File: src/pdc_pkg.sv
package pdc_pkg;
    localparam int NCH = 9;
    localparam int NREQ = 10;
    localparam int CRC_CH = 9;

    // Per-channel block: base = channel * stride
    localparam logic [11:0] CH_STRIDE = 12'h010;
    localparam logic [11:0] CH_LIMIT = 12'h090;
    localparam logic [3:0] CH_CTL = 4'h0;
    localparam logic [3:0] CH_SRC = 4'h4;
    localparam logic [3:0] CH_DST = 4'h8;
    localparam logic [3:0] CH_CNT = 4'hC;
    localparam logic [11:0] REG_STS = 12'h100;
    localparam logic [11:0] REG_MASK = 12'h104;
    localparam logic [11:0] REG_CRC_CTL = 12'h108;
    localparam logic [11:0] REG_CRC_SEED = 12'h10C;
    localparam logic [11:0] REG_CRC_WDATA = 12'h110;
    localparam logic [11:0] REG_CRC_SUM = 12'h114;
    localparam logic [11:0] REG_CRC_SRC = 12'h118;
    localparam logic [11:0] REG_CRC_CNT = 12'h11C;

    // Channel control fields
    localparam int CTL_W = 7;
    localparam int CTL_EN = 0;
    localparam int CTL_DIR = 1;
    localparam int CTL_SRC_INC = 3;
    localparam int CTL_DST_INC = 4;
    localparam int CTL_WID = 5;
    localparam logic [CTL_W-1:0] CTL_RST = 7'h00;

    // CRC control fields
    localparam int CC_W = 10;
    localparam int CC_DMA = 0;
    localparam int CC_POLY = 1;
    localparam int CC_IN_REV = 3;
    localparam int CC_OUT_REV = 4;
    localparam int CC_IN_CPL = 5;
    localparam int CC_OUT_CPL = 6;
    localparam int CC_PIO_WID = 7;
    localparam int CC_DMA_GO = 9;
    localparam logic [CC_W-1:0] CC_RST = 10'h000;
    localparam logic [31:0] SEED_RST = 32'hFFFF_FFFF;

    typedef enum logic [1:0] {DIR_P2M = 2'h0, DIR_M2P = 2'h1, DIR_M2M = 2'h2} pdc_dir_t;
    typedef enum logic [1:0] {WID_WORD = 2'h0, WID_HALF = 2'h1, WID_BYTE = 2'h2} pdc_wid_t;
    typedef enum logic [1:0] {POLY_CCITT = 2'h0, POLY_8 = 2'h1, POLY_16 = 2'h2, POLY_32 = 2'h3} pdc_poly_t;

    localparam logic [31:0] POLY_CCITT_VAL = 32'h0000_1021;
    localparam logic [31:0] POLY_8_VAL = 32'h0000_0007;
    localparam logic [31:0] POLY_16_VAL = 32'h0000_8005;
    localparam logic [31:0] POLY_32_VAL = 32'h04C1_1DB7;

    function automatic logic [2:0] pdc_wid_bytes(input logic [1:0] wid);
        return (wid == WID_BYTE) ? 3'h1 : (wid == WID_HALF) ? 3'h2 : 3'h4;
    endfunction

    function automatic logic [31:0] pdc_poly_val(input logic [1:0] sel);
        return (sel == POLY_CCITT) ? POLY_CCITT_VAL : (sel == POLY_8) ? POLY_8_VAL :
               (sel == POLY_16) ? POLY_16_VAL : POLY_32_VAL;
    endfunction

    function automatic logic [31:0] pdc_poly_mask(input logic [1:0] sel);
        return (sel == POLY_8) ? 32'h0000_00FF : (sel == POLY_32) ? 32'hFFFF_FFFF : 32'h0000_FFFF;
    endfunction
endpackage

File: src/pdc_top.sv
`timescale 1ns/100ps
module pdc_top import pdc_pkg::*; #(
    parameter int CNT_W = 16
) (
    // Clock and reset
    input wire logic clk_in,
    input wire logic rst_in,
    // Register port (APB)
    input wire logic psel_in,
    input wire logic penable_in,
    input wire logic pwrite_in,
    input wire logic [11:0] paddr_in,
    input wire logic [31:0] pwdata_in,
    output logic [31:0] prdata_out,
    output logic pready_out,
    output logic pslverr_out,
    // Data mover master
    output logic m_req_out,
    output logic m_write_out,
    output logic [31:0] m_addr_out,
    output logic [1:0] m_size_out,
    output logic [31:0] m_wdata_out,
    input wire logic [31:0] m_rdata_in,
    input wire logic m_ready_in,
    // Peripheral handshake
    input wire logic [NCH-1:0] per_req_in,
    output logic [NCH-1:0] per_ack_out,
    // Interrupt
    output logic irq_out
);
    typedef enum logic [1:0] {ST_IDLE = 2'h0, ST_READ = 2'h1, ST_WRITE = 2'h2} pdc_state_t;

    typedef struct packed {
        logic [NCH-1:0][CTL_W-1:0] ctl;
        logic [NCH-1:0][31:0] src;
        logic [NCH-1:0][31:0] dst;
        logic [NCH-1:0][CNT_W-1:0] cnt;
        logic [CC_W-1:0] crc_ctl;
        logic [31:0] crc_seed;
        logic [31:0] crc_src;
        logic [CNT_W-1:0] crc_cnt;
        logic [NREQ-1:0] sts;
        logic [NREQ-1:0] mask;
        pdc_state_t state;
        logic [3:0] cur;
        logic [31:0] hold;
        logic m_req;
        logic m_write;
        logic [31:0] m_addr;
        logic [1:0] m_size;
        logic [31:0] m_wdata;
        logic [31:0] prdata;
        logic pready;
        logic pslverr;
        logic irq;
        logic [NCH-1:0] ack;
        logic crc_go;
        logic [31:0] crc_data;
        logic [2:0] crc_len;
        logic seed_ld;
    } pdc_top_st_t;

    pdc_top_st_t s, nxt_s;
    logic [NREQ-1:0] req;
    logic [3:0] gnt;
    logic gnt_vld;
    logic crc_busy;
    logic [31:0] crc_raw;

    // Channel select from an address: {hit, index}
    function automatic logic [4:0] dec_ch(input logic [11:0] a);
        return {a < CH_LIMIT, 4'(a >> 4)};
    endfunction

    function automatic logic [31:0] crc_view(input logic [31:0] raw, input logic [CC_W-1:0] cc);
        logic [31:0] v;
        logic [31:0] m;
        m = pdc_poly_mask(cc[CC_POLY +: 2]);
        v = raw;
        if (cc[CC_OUT_REV]) begin
            v = {<<{raw}};
            v = v >> (32 - $countones(m));
        end
        if (cc[CC_OUT_CPL]) begin
            v = ~v;
        end
        return v & m;
    endfunction

    // Ready-to-serve vector; peripheral channels need their request
    for (genvar i = 0; i < NCH; i++) begin : g_req
        assign req[i] = s.ctl[i][CTL_EN] && s.cnt[i] != '0 &&
                        (s.ctl[i][CTL_DIR +: 2] == DIR_M2M || per_req_in[i]);
    end
    assign req[CRC_CH] = s.crc_ctl[CC_DMA] && s.crc_ctl[CC_DMA_GO] && s.crc_cnt != '0 &&
                         !crc_busy && !s.crc_go;

    pdc_arb #(.N(NREQ)) pdc_arb_i (
        .req_in(req),
        .gnt_out(gnt),
        .vld_out(gnt_vld)
    );

    pdc_crc pdc_crc_i (
        .clk_in(clk_in),
        .rst_in(rst_in),
        .poly_in(s.crc_ctl[CC_POLY +: 2]),
        .in_rev_in(s.crc_ctl[CC_IN_REV]),
        .in_cpl_in(s.crc_ctl[CC_IN_CPL]),
        .seed_ld_in(s.seed_ld),
        .seed_in(s.crc_seed),
        .go_in(s.crc_go),
        .data_in(s.crc_data),
        .nbytes_in(s.crc_len),
        .busy_out(crc_busy),
        .crc_out(crc_raw)
    );

    logic acc;
    logic [4:0] hit;
    logic [3:0] ch;
    logic [3:0] fld;
    logic mapped;
    logic pio_wr;
    logic [31:0] rdv;
    logic [2:0] bytes;
    logic [CNT_W-1:0] take;

    always_comb begin
        nxt_s = s;
        nxt_s.ack = '0;
        nxt_s.crc_go = 1'b0;
        nxt_s.seed_ld = 1'b0;
        acc = psel_in && penable_in;
        hit = dec_ch(paddr_in);
        ch = hit[3:0];
        fld = paddr_in[3:0];
        mapped = hit[4] ? (paddr_in[1:0] == 2'h0) :
                 (paddr_in >= REG_STS && paddr_in <= REG_CRC_CNT && paddr_in[1:0] == 2'h0);
        pio_wr = pwrite_in && paddr_in == REG_CRC_WDATA;
        rdv = 32'h0;
        bytes = 3'h0;
        take = '0;
        if (hit[4]) begin
            unique case (fld)
                CH_CTL: rdv = {{(32 - CTL_W){1'b0}}, s.ctl[ch]};
                CH_SRC: rdv = s.src[ch];
                CH_DST: rdv = s.dst[ch];
                CH_CNT: rdv = {{(32 - CNT_W){1'b0}}, s.cnt[ch]};
                default: rdv = 32'h0;
            endcase
        end else begin
            unique case (paddr_in)
                REG_STS: rdv = {{(32 - NREQ){1'b0}}, s.sts};
                REG_MASK: rdv = {{(32 - NREQ){1'b0}}, s.mask};
                REG_CRC_CTL: rdv = {{(32 - CC_W){1'b0}}, s.crc_ctl};
                REG_CRC_SEED: rdv = s.crc_seed;
                REG_CRC_SUM: rdv = crc_view(crc_raw, s.crc_ctl);
                REG_CRC_SRC: rdv = s.crc_src;
                REG_CRC_CNT: rdv = {{(32 - CNT_W){1'b0}}, s.crc_cnt};
                default: rdv = 32'h0;
            endcase
        end

        // Register slave: one wait cycle; PIO data also waits for the CRC
        if (acc && !s.pready) begin
            if (!(pio_wr && !s.crc_ctl[CC_DMA] && (crc_busy || s.crc_go))) begin
                nxt_s.pready = 1'b1;
                nxt_s.prdata = rdv;
                nxt_s.pslverr = !mapped;
            end
        end else if (s.pready) begin
            nxt_s.pready = 1'b0;
            nxt_s.pslverr = 1'b0;
            if (acc && pwrite_in && mapped) begin
                if (hit[4]) begin
                    unique case (fld)
                        CH_CTL: nxt_s.ctl[ch] = pwdata_in[CTL_W-1:0];
                        CH_SRC: nxt_s.src[ch] = pwdata_in;
                        CH_DST: nxt_s.dst[ch] = pwdata_in;
                        CH_CNT: nxt_s.cnt[ch] = pwdata_in[CNT_W-1:0];
                        default: nxt_s.cnt[ch] = s.cnt[ch];
                    endcase
                end else begin
                    unique case (paddr_in)
                        REG_STS: nxt_s.sts = s.sts & ~pwdata_in[NREQ-1:0];
                        REG_MASK: nxt_s.mask = pwdata_in[NREQ-1:0];
                        REG_CRC_CTL: nxt_s.crc_ctl = pwdata_in[CC_W-1:0];
                        REG_CRC_SEED: begin
                            nxt_s.crc_seed = pwdata_in;
                            nxt_s.seed_ld = 1'b1;
                        end
                        REG_CRC_WDATA: begin
                            // Ignored while DMA feeds the engine
                            if (!s.crc_ctl[CC_DMA]) begin
                                nxt_s.crc_go = 1'b1;
                                nxt_s.crc_data = pwdata_in;
                                nxt_s.crc_len = pdc_wid_bytes(s.crc_ctl[CC_PIO_WID +: 2]);
                            end
                        end
                        REG_CRC_SRC: nxt_s.crc_src = pwdata_in;
                        REG_CRC_CNT: nxt_s.crc_cnt = pwdata_in[CNT_W-1:0];
                        default: nxt_s.crc_src = s.crc_src;
                    endcase
                end
            end
        end

        // Data mover; its status sets come after the clears so they win
        unique case (s.state)
            ST_IDLE: begin
                if (gnt_vld) begin
                    nxt_s.cur = gnt;
                    nxt_s.m_req = 1'b1;
                    nxt_s.m_write = 1'b0;
                    if (gnt == 4'(CRC_CH)) begin
                        nxt_s.m_addr = s.crc_src;
                        nxt_s.m_size = WID_WORD;
                    end else begin
                        nxt_s.m_addr = s.src[gnt[3:0]];
                        nxt_s.m_size = s.ctl[gnt[3:0]][CTL_WID +: 2];
                    end
                    nxt_s.state = ST_READ;
                end
            end
            ST_READ: begin
                if (m_ready_in) begin
                    nxt_s.m_req = 1'b0;
                    nxt_s.hold = m_rdata_in;
                    nxt_s.state = ST_IDLE;
                    if (s.cur == 4'(CRC_CH)) begin
                        take = (s.crc_cnt > CNT_W'(4)) ? CNT_W'(4) : s.crc_cnt;
                        nxt_s.crc_go = 1'b1;
                        nxt_s.crc_data = m_rdata_in;
                        nxt_s.crc_len = take[2:0];
                        nxt_s.crc_src = s.crc_src + 32'h4;
                        nxt_s.crc_cnt = s.crc_cnt - take;
                        if (s.crc_cnt == take) begin
                            nxt_s.crc_ctl[CC_DMA_GO] = 1'b0;
                            nxt_s.sts[CRC_CH] = 1'b1;
                        end
                    end else if (s.ctl[s.cur][CTL_EN]) begin
                        nxt_s.m_req = 1'b1;
                        nxt_s.m_write = 1'b1;
                        nxt_s.m_addr = s.dst[s.cur];
                        nxt_s.m_wdata = m_rdata_in;
                        nxt_s.state = ST_WRITE;
                    end
                end
            end
            ST_WRITE: begin
                if (m_ready_in) begin
                    bytes = pdc_wid_bytes(s.ctl[s.cur][CTL_WID +: 2]);
                    nxt_s.m_req = 1'b0;
                    nxt_s.state = ST_IDLE;
                    nxt_s.ack[s.cur] = s.ctl[s.cur][CTL_DIR +: 2] != DIR_M2M;
                    if (s.ctl[s.cur][CTL_SRC_INC]) begin
                        nxt_s.src[s.cur] = s.src[s.cur] + {29'h0, bytes};
                    end
                    if (s.ctl[s.cur][CTL_DST_INC]) begin
                        nxt_s.dst[s.cur] = s.dst[s.cur] + {29'h0, bytes};
                    end
                    nxt_s.cnt[s.cur] = s.cnt[s.cur] - CNT_W'(1);
                    if (s.cnt[s.cur] == CNT_W'(1)) begin
                        nxt_s.ctl[s.cur][CTL_EN] = 1'b0;
                        nxt_s.sts[s.cur] = 1'b1;
                    end
                end
            end
            default: nxt_s.state = ST_IDLE;
        endcase
        nxt_s.irq = |(nxt_s.sts & nxt_s.mask);
    end

    always_ff @(posedge clk_in) begin
        if (rst_in) begin
            s <= '0;
            s.crc_ctl <= CC_RST;
            s.crc_seed <= SEED_RST;
            s.state <= ST_IDLE;
        end else begin
            s <= nxt_s;
        end
    end

    assign prdata_out = s.prdata;
    assign pready_out = s.pready;
    assign pslverr_out = s.pslverr;
    assign m_req_out = s.m_req;
    assign m_write_out = s.m_write;
    assign m_addr_out = s.m_addr;
    assign m_size_out = s.m_size;
    assign m_wdata_out = s.m_wdata;
    assign per_ack_out = s.ack;
    assign irq_out = s.irq;

    logic beat_end;
    logic ctl_off;
    assign beat_end = s.state == ST_WRITE && m_ready_in;
    assign ctl_off = s.pready && acc && pwrite_in && hit[4] && fld == CH_CTL && !pwdata_in[CTL_EN];
endmodule

File: src/pdc_arb.sv
`timescale 1ns/100ps
module pdc_arb import pdc_pkg::*; #(
    parameter int N = NREQ
) (
    // Requests, bit 0 first
    input wire logic [N-1:0] req_in,
    // Winner
    output logic [3:0] gnt_out,
    output logic vld_out
);
    always_comb begin
        gnt_out = 4'h0;
        vld_out = 1'b0;
        // Walk downward so the lowest index wins
        for (int i = N - 1; i >= 0; i--) begin
            if (req_in[i]) begin
                gnt_out = 4'(i);
                vld_out = 1'b1;
            end
        end
    end
endmodule

File: src/pdc_crc.sv
`timescale 1ns/100ps
module pdc_crc import pdc_pkg::*; (
    // Clock and reset
    input wire logic clk_in,
    input wire logic rst_in,
    // Setup
    input wire logic [1:0] poly_in,
    input wire logic in_rev_in,
    input wire logic in_cpl_in,
    input wire logic seed_ld_in,
    input wire logic [31:0] seed_in,
    // Data, low byte first
    input wire logic go_in,
    input wire logic [31:0] data_in,
    input wire logic [2:0] nbytes_in,
    // State
    output logic busy_out,
    output logic [31:0] crc_out
);
    typedef struct packed {
        logic [31:0] crc;
        logic [31:0] data;
        logic [2:0] left;
    } pdc_crc_st_t;

    pdc_crc_st_t s, nxt_s;

    function automatic logic [31:0] crc_byte(input logic [31:0] c, input logic [7:0] d, input logic [1:0] sel);
        logic [31:0] poly;
        logic [31:0] top;
        logic fb;
        poly = pdc_poly_val(sel);
        top = (pdc_poly_mask(sel) >> 1) + 32'h1;
        for (int i = 7; i >= 0; i--) begin
            fb = ((c & top) != 32'h0) ^ d[i];
            c = {c[30:0], 1'b0};
            if (fb) begin
                c = c ^ poly;
            end
        end
        return c & pdc_poly_mask(sel);
    endfunction

    logic [7:0] in_byte;

    always_comb begin
        nxt_s = s;
        in_byte = s.data[7:0];
        if (in_cpl_in) begin
            in_byte = ~in_byte;
        end
        if (in_rev_in) begin
            in_byte = {<<{in_byte}};
        end
        if (s.left != 3'h0) begin
            // One byte per clock
            nxt_s.crc = crc_byte(s.crc, in_byte, poly_in);
            nxt_s.data = {8'h00, s.data[31:8]};
            nxt_s.left = s.left - 3'h1;
        end else if (go_in) begin
            nxt_s.data = data_in;
            nxt_s.left = nbytes_in;
        end
        if (seed_ld_in) begin
            nxt_s.crc = seed_in & pdc_poly_mask(poly_in);
        end
    end

    always_ff @(posedge clk_in) begin
        if (rst_in) begin
            s <= '{crc: SEED_RST, data: 32'h0, left: 3'h0};
        end else begin
            s <= nxt_s;
        end
    end

    assign busy_out = (s.left != 3'h0);
    assign crc_out = s.crc;
endmodule

File: config.mk
export PLATFORM = sky130hd
export DESIGN_NAME = pdc_top
export DESIGN_NICKNAME = d
export VERILOG_FILES = /design/src/pdc_pkg.sv /design/src/pdc_top.sv /design/src/pdc_arb.sv /design/src/pdc_crc.sv
export SDC_FILE = /design/constraint.sdc
export NUM_CORES = 2
export LEC_CHECK = 0
export BUFFER_PORTS_ARGS = -buffer_cell sky130_fd_sc_hd__buf_2
export CAP_MARGIN = 10
export CORE_UTILIZATION = 40
export CTS_CLUSTER_DIAMETER = 40
export CTS_CLUSTER_SIZE = 40
export DETAILED_ROUTE_END_ITERATION = 12
export PLACE_DENSITY_LB_ADDON = 0.08
export SYNTH_ARGS = -nofsm -noshare
export SYNTH_HDL_FRONTEND = slang
export SYNTH_SLANG_ARGS = --single-unit
File: constraint.sdc
create_clock -name clk_in -period 12.7 [get_ports clk_in]
set_input_delay 1.905 -clock clk_in [delete_from_list [all_inputs] [get_ports clk_in]]
set_output_delay 1.905 -clock clk_in [all_outputs]
set_load 0.05 [all_outputs]
==> flow_summary.yaml <==
cts:
  postCtsSetupRepairBufs: 0
  cts_sinks: 1115
  cts_buffers: 227
  cts_root_buf: "clkbuf_16"
  postCtsHoldBufs: 0
  ctsResizeCount: 0
  clk_pin_slew_ns: 0.05
  cts_buffer_depth: 3
  tritoncts: "built"
  clk_latency_ns: 0.88
  htree_levels: 4
drt:
  route.detailed.drc: 0
  first_pass_iters: 7
  ant_nets: 0
  postRouteWirelength_microns: 382600
  vias: 77900
  via_per_inst: 6.830
  post_drt_wl_per_cell_microns: 33.55
  dr.first_iter.drc_count: 11070
die:
  rows: 156
  core-area_sq_um: 181300
  fp.dieH_microns: 430.0
  start_util: 0.4041
  ioPinCount: 203
  dieArea_sq_um: 184900
  die_x_microns: 430.0
power_and_ir_drop:
  p_leak_nw: 28.36
  sw_frac_of_total: 0.3239
  switchingPower_w: 0.004113
  p_int_w: 0.008584
  pwr-share-seq: 0.294
  pwr_density_cell_nw_per_um2: 152.2
  peakVddDrop_v: 0.0001057
  share_comb_of_total_power: 0.210
  p_clk_frac: 0.497
synth:
  synth_seq_cells: 1115
  async_flop_share: 0
  synth_top_area_frac: 0.3046
  synthTopCellsByArea: "dfxtp_1 (30%), mux4_2 (11%), nand2_1 (7.1%)"
  synth_edf_count: 0
  ys.warnings.count: 0
  ys.flop_type: "dfxtp_1"
  synth_compound_area_frac: 0.2314
  synth_top_family_by_area: "compound AO/OA/AOI/OAI gates"
  synthSimpleGateAreaFrac: 0.2200
  synthAdderAreaFrac: 0.005157
  netlist_area_sq_um: 73280
  synth.distinct_cells: 104
  synthMuxAreaShare: 0.1476
  ys_seq_area_frac: 0.3046
  synth_top_area_cell: "dfxtp_1"
  syn_avg_cell_area_sq_um: 7.969
  synth-xor-area-share: 0.02862
  synthCells: 9195
  syn-num-nets: 9315
global_routing:
  grt_util_met3: 0.1260
  grt_usage: 0.3993
  grt-busiest-layer: "met2"
  grt_pass1_wl_microns: 541400
  grt_use_met1: 0.5074
  antenna_found_initial: 30
  gr-usage-met2: 0.5813
  grt_pass1_vias: 73000
  gr-total-overflow: 0
  grt_max_degree: 184
hold_path:
  worstHoldPathType: "reg2reg"
sta:
  worstMarginPinSlew_ns: 1.378
  worst_clock_skew_ns: 0.05315
  hold_viol: 0
  rsz0062_at_grt: "no"
  finalSetupViolCount: 0
  slew_headroom: 0.07151
  final_max_slew_viol_count: 0
  min_period_ns: 11.40
  finalSetupTns_ns: 0
  fin_crit_sh: 0.8980
  max_freq_mhz: 87.69
placed_design:
  dp_cells: 10980
  hpwl_microns: 242100
  gp_congestion: 0.9705
  port_buffers: 202
  dpl_cell_area_sq_um: 75440
finish:
  fin_cells: 11410
  final_design_area_no_fill_sq_um: 83420
  syn_to_final_growth_pct: 13.84
  drive_gt1_frac: 0.1608
  nNetsFinal: 8959
critical_path:
  startpoint_type: "register"
  worstPathArrival_ns: 12.15
  cp_top_family: "compound AO/OA/AOI/OAI gates"
  cp_common_cell: "xnor2_1"
  path_buf_inv: 2
  endpoint_kind: "register"
  crit_type: "reg2reg"
  crit_required_ns: 13.44
  slowest_delay_ns: 0.69
  cp_slowest_cell: "ha_1"
  crit_fanout: 11
outcome:
  outcome: "completed"
flow_run:
  cap_violations: 0
-- final timing paths --
path | start | endpoint | slack [ns] | depth (start not counted)
setup / recovery | s[288]$_SDFFE_PP0P_ | pdc_crc_i.crc_out[2]$_SDFFE_PP1P_ | 1.30 | 34
hold / removal | m_wdata_out[22]$_SDFFE_PP0P_ | m_wdata_out[22]$_SDFFE_PP0P_ | 0.45 | 2
setup reg to reg | s[288]$_SDFFE_PP0P_ | pdc_crc_i.crc_out[2]$_SDFFE_PP1P_ | 1.30 | 34
hold reg to reg | m_wdata_out[22]$_SDFFE_PP0P_ | m_wdata_out[22]$_SDFFE_PP0P_ | 0.45 | 2
-- layout by cell type (no fill, tap or decap), drive strengths merged, types with 268 or more instances in the layout --
| cell type | count |
|---|---|
| a211oi | 620 |
| nand3 | 380 |
| nor2 | 1016 |
| nand2 | 1391 |
| dfxtp | 1115 |
| a311oi | 325 |
| o21ai | 268 |
| a21oi | 691 |
| buf | 457 |
| clkbuf | 300 |
| mux4 | 358 |
-- per-layer routing --
| metal | vias to the layer above | share of wire |
|---|---|---|
| li1 | 33180 | - |
| met1 | 38200 | 0.39 |
| met2 | 5249 | 0.42 |
| met3 | 1230 | 0.12 |
| met4 | 36 | 0.072 |
| met5 | - | 0.00064 |
-- power by group through the flow --
stage	clock network (W)	registers [W]	logic (W)
floorplan	0	0.00370	0.00181
global placement	0	0.00379	0.00260
detailed placement	0	0.00379	0.00259
CTS	0.00633	0.00372	0.00260
global route	0.00651	0.00373	0.00279
finish	0.00631	0.00373	0.00266
-- state kept, by name, summed over array words and instances, names as in the netlist, named ones only --
register and cells:
per_ack_out 9, m_size_out 2, pready_out 1, pdc_crc_i.s 35, pslverr_out 1, m_addr_out 32
m_write_out 1, prdata_out 32, m_wdata_out 32, irq_out 1, s 882, m_req_out 1
pdc_crc_i.crc_out 32
-- worst reg2reg max path, delay by kind of cell (launching register included) --
family,cells,cell delay [ns]
adders and majority gates,2,1.14
AOI/OAI and AO/OA,14,4.49
buffers and inverters,2,0.33
muxes,2,0.41
and+or+nand+nor,10,3.45
DFF,1,0.56
xor gates and xnor gates,4,0.89
-- cell usage after synthesis (92+ instances only) --
master / number
xnor2_1: 154
nor2_1: 1014
a211oi_1: 619
nor2b_1: 253
a311oi_1: 324
o221ai_1: 92
dfxtp_1: 1115
mux2i_1: 159
o21ai_0: 256
nand3_1: 379
a21oi_1: 690
buf_1: 99
mux2_2: 101
nor3_1: 135
buf_4: 111
nand2_1: 1391
and3_1: 255
mux4_2: 358
clkbuf_1: 813
-- kinds of logic after synthesis --
group / after synthesis
compound gates: 2481
flops: 1115
other cells: 1
mux: 620
buf+inv: 1097
fa+ha+maj: 29
simple gates: 3622
xor+xnor: 230
-- final cells by class --
class                      count  area (sq um)
timing repair buffer         457          3123
clock buffer                 300          6369
sequential                  1115         22340
fill                       17830         97910
multi-input combinational   6983         46810
clock inverter               120          1593
antenna                        5         12.51
tap                         2370          2965
inverter                      55         207.7
-- stage by stage --
step | power (W) | utilization | hold slack, ns | setup WS (ns)
3_5_place_dp | 0.006379 | 0.4161 | 0.4440 | 1.506
3_3_place_gp | 0.006391 | 0.4161 | 0.4398 | 1.542
5_1_grt | 0.01303 | 0.4600 | 0.4738 | 0.5361
2_1_floorplan | 0.005511 | - | 0.4367 | 1.183
6_report | 0.01270 | 0.4600 | 0.4489 | 1.296
4_1_cts | 0.01265 | 0.4600 | 0.4497 | 1.440
Power figures use the tool's default switching activity.
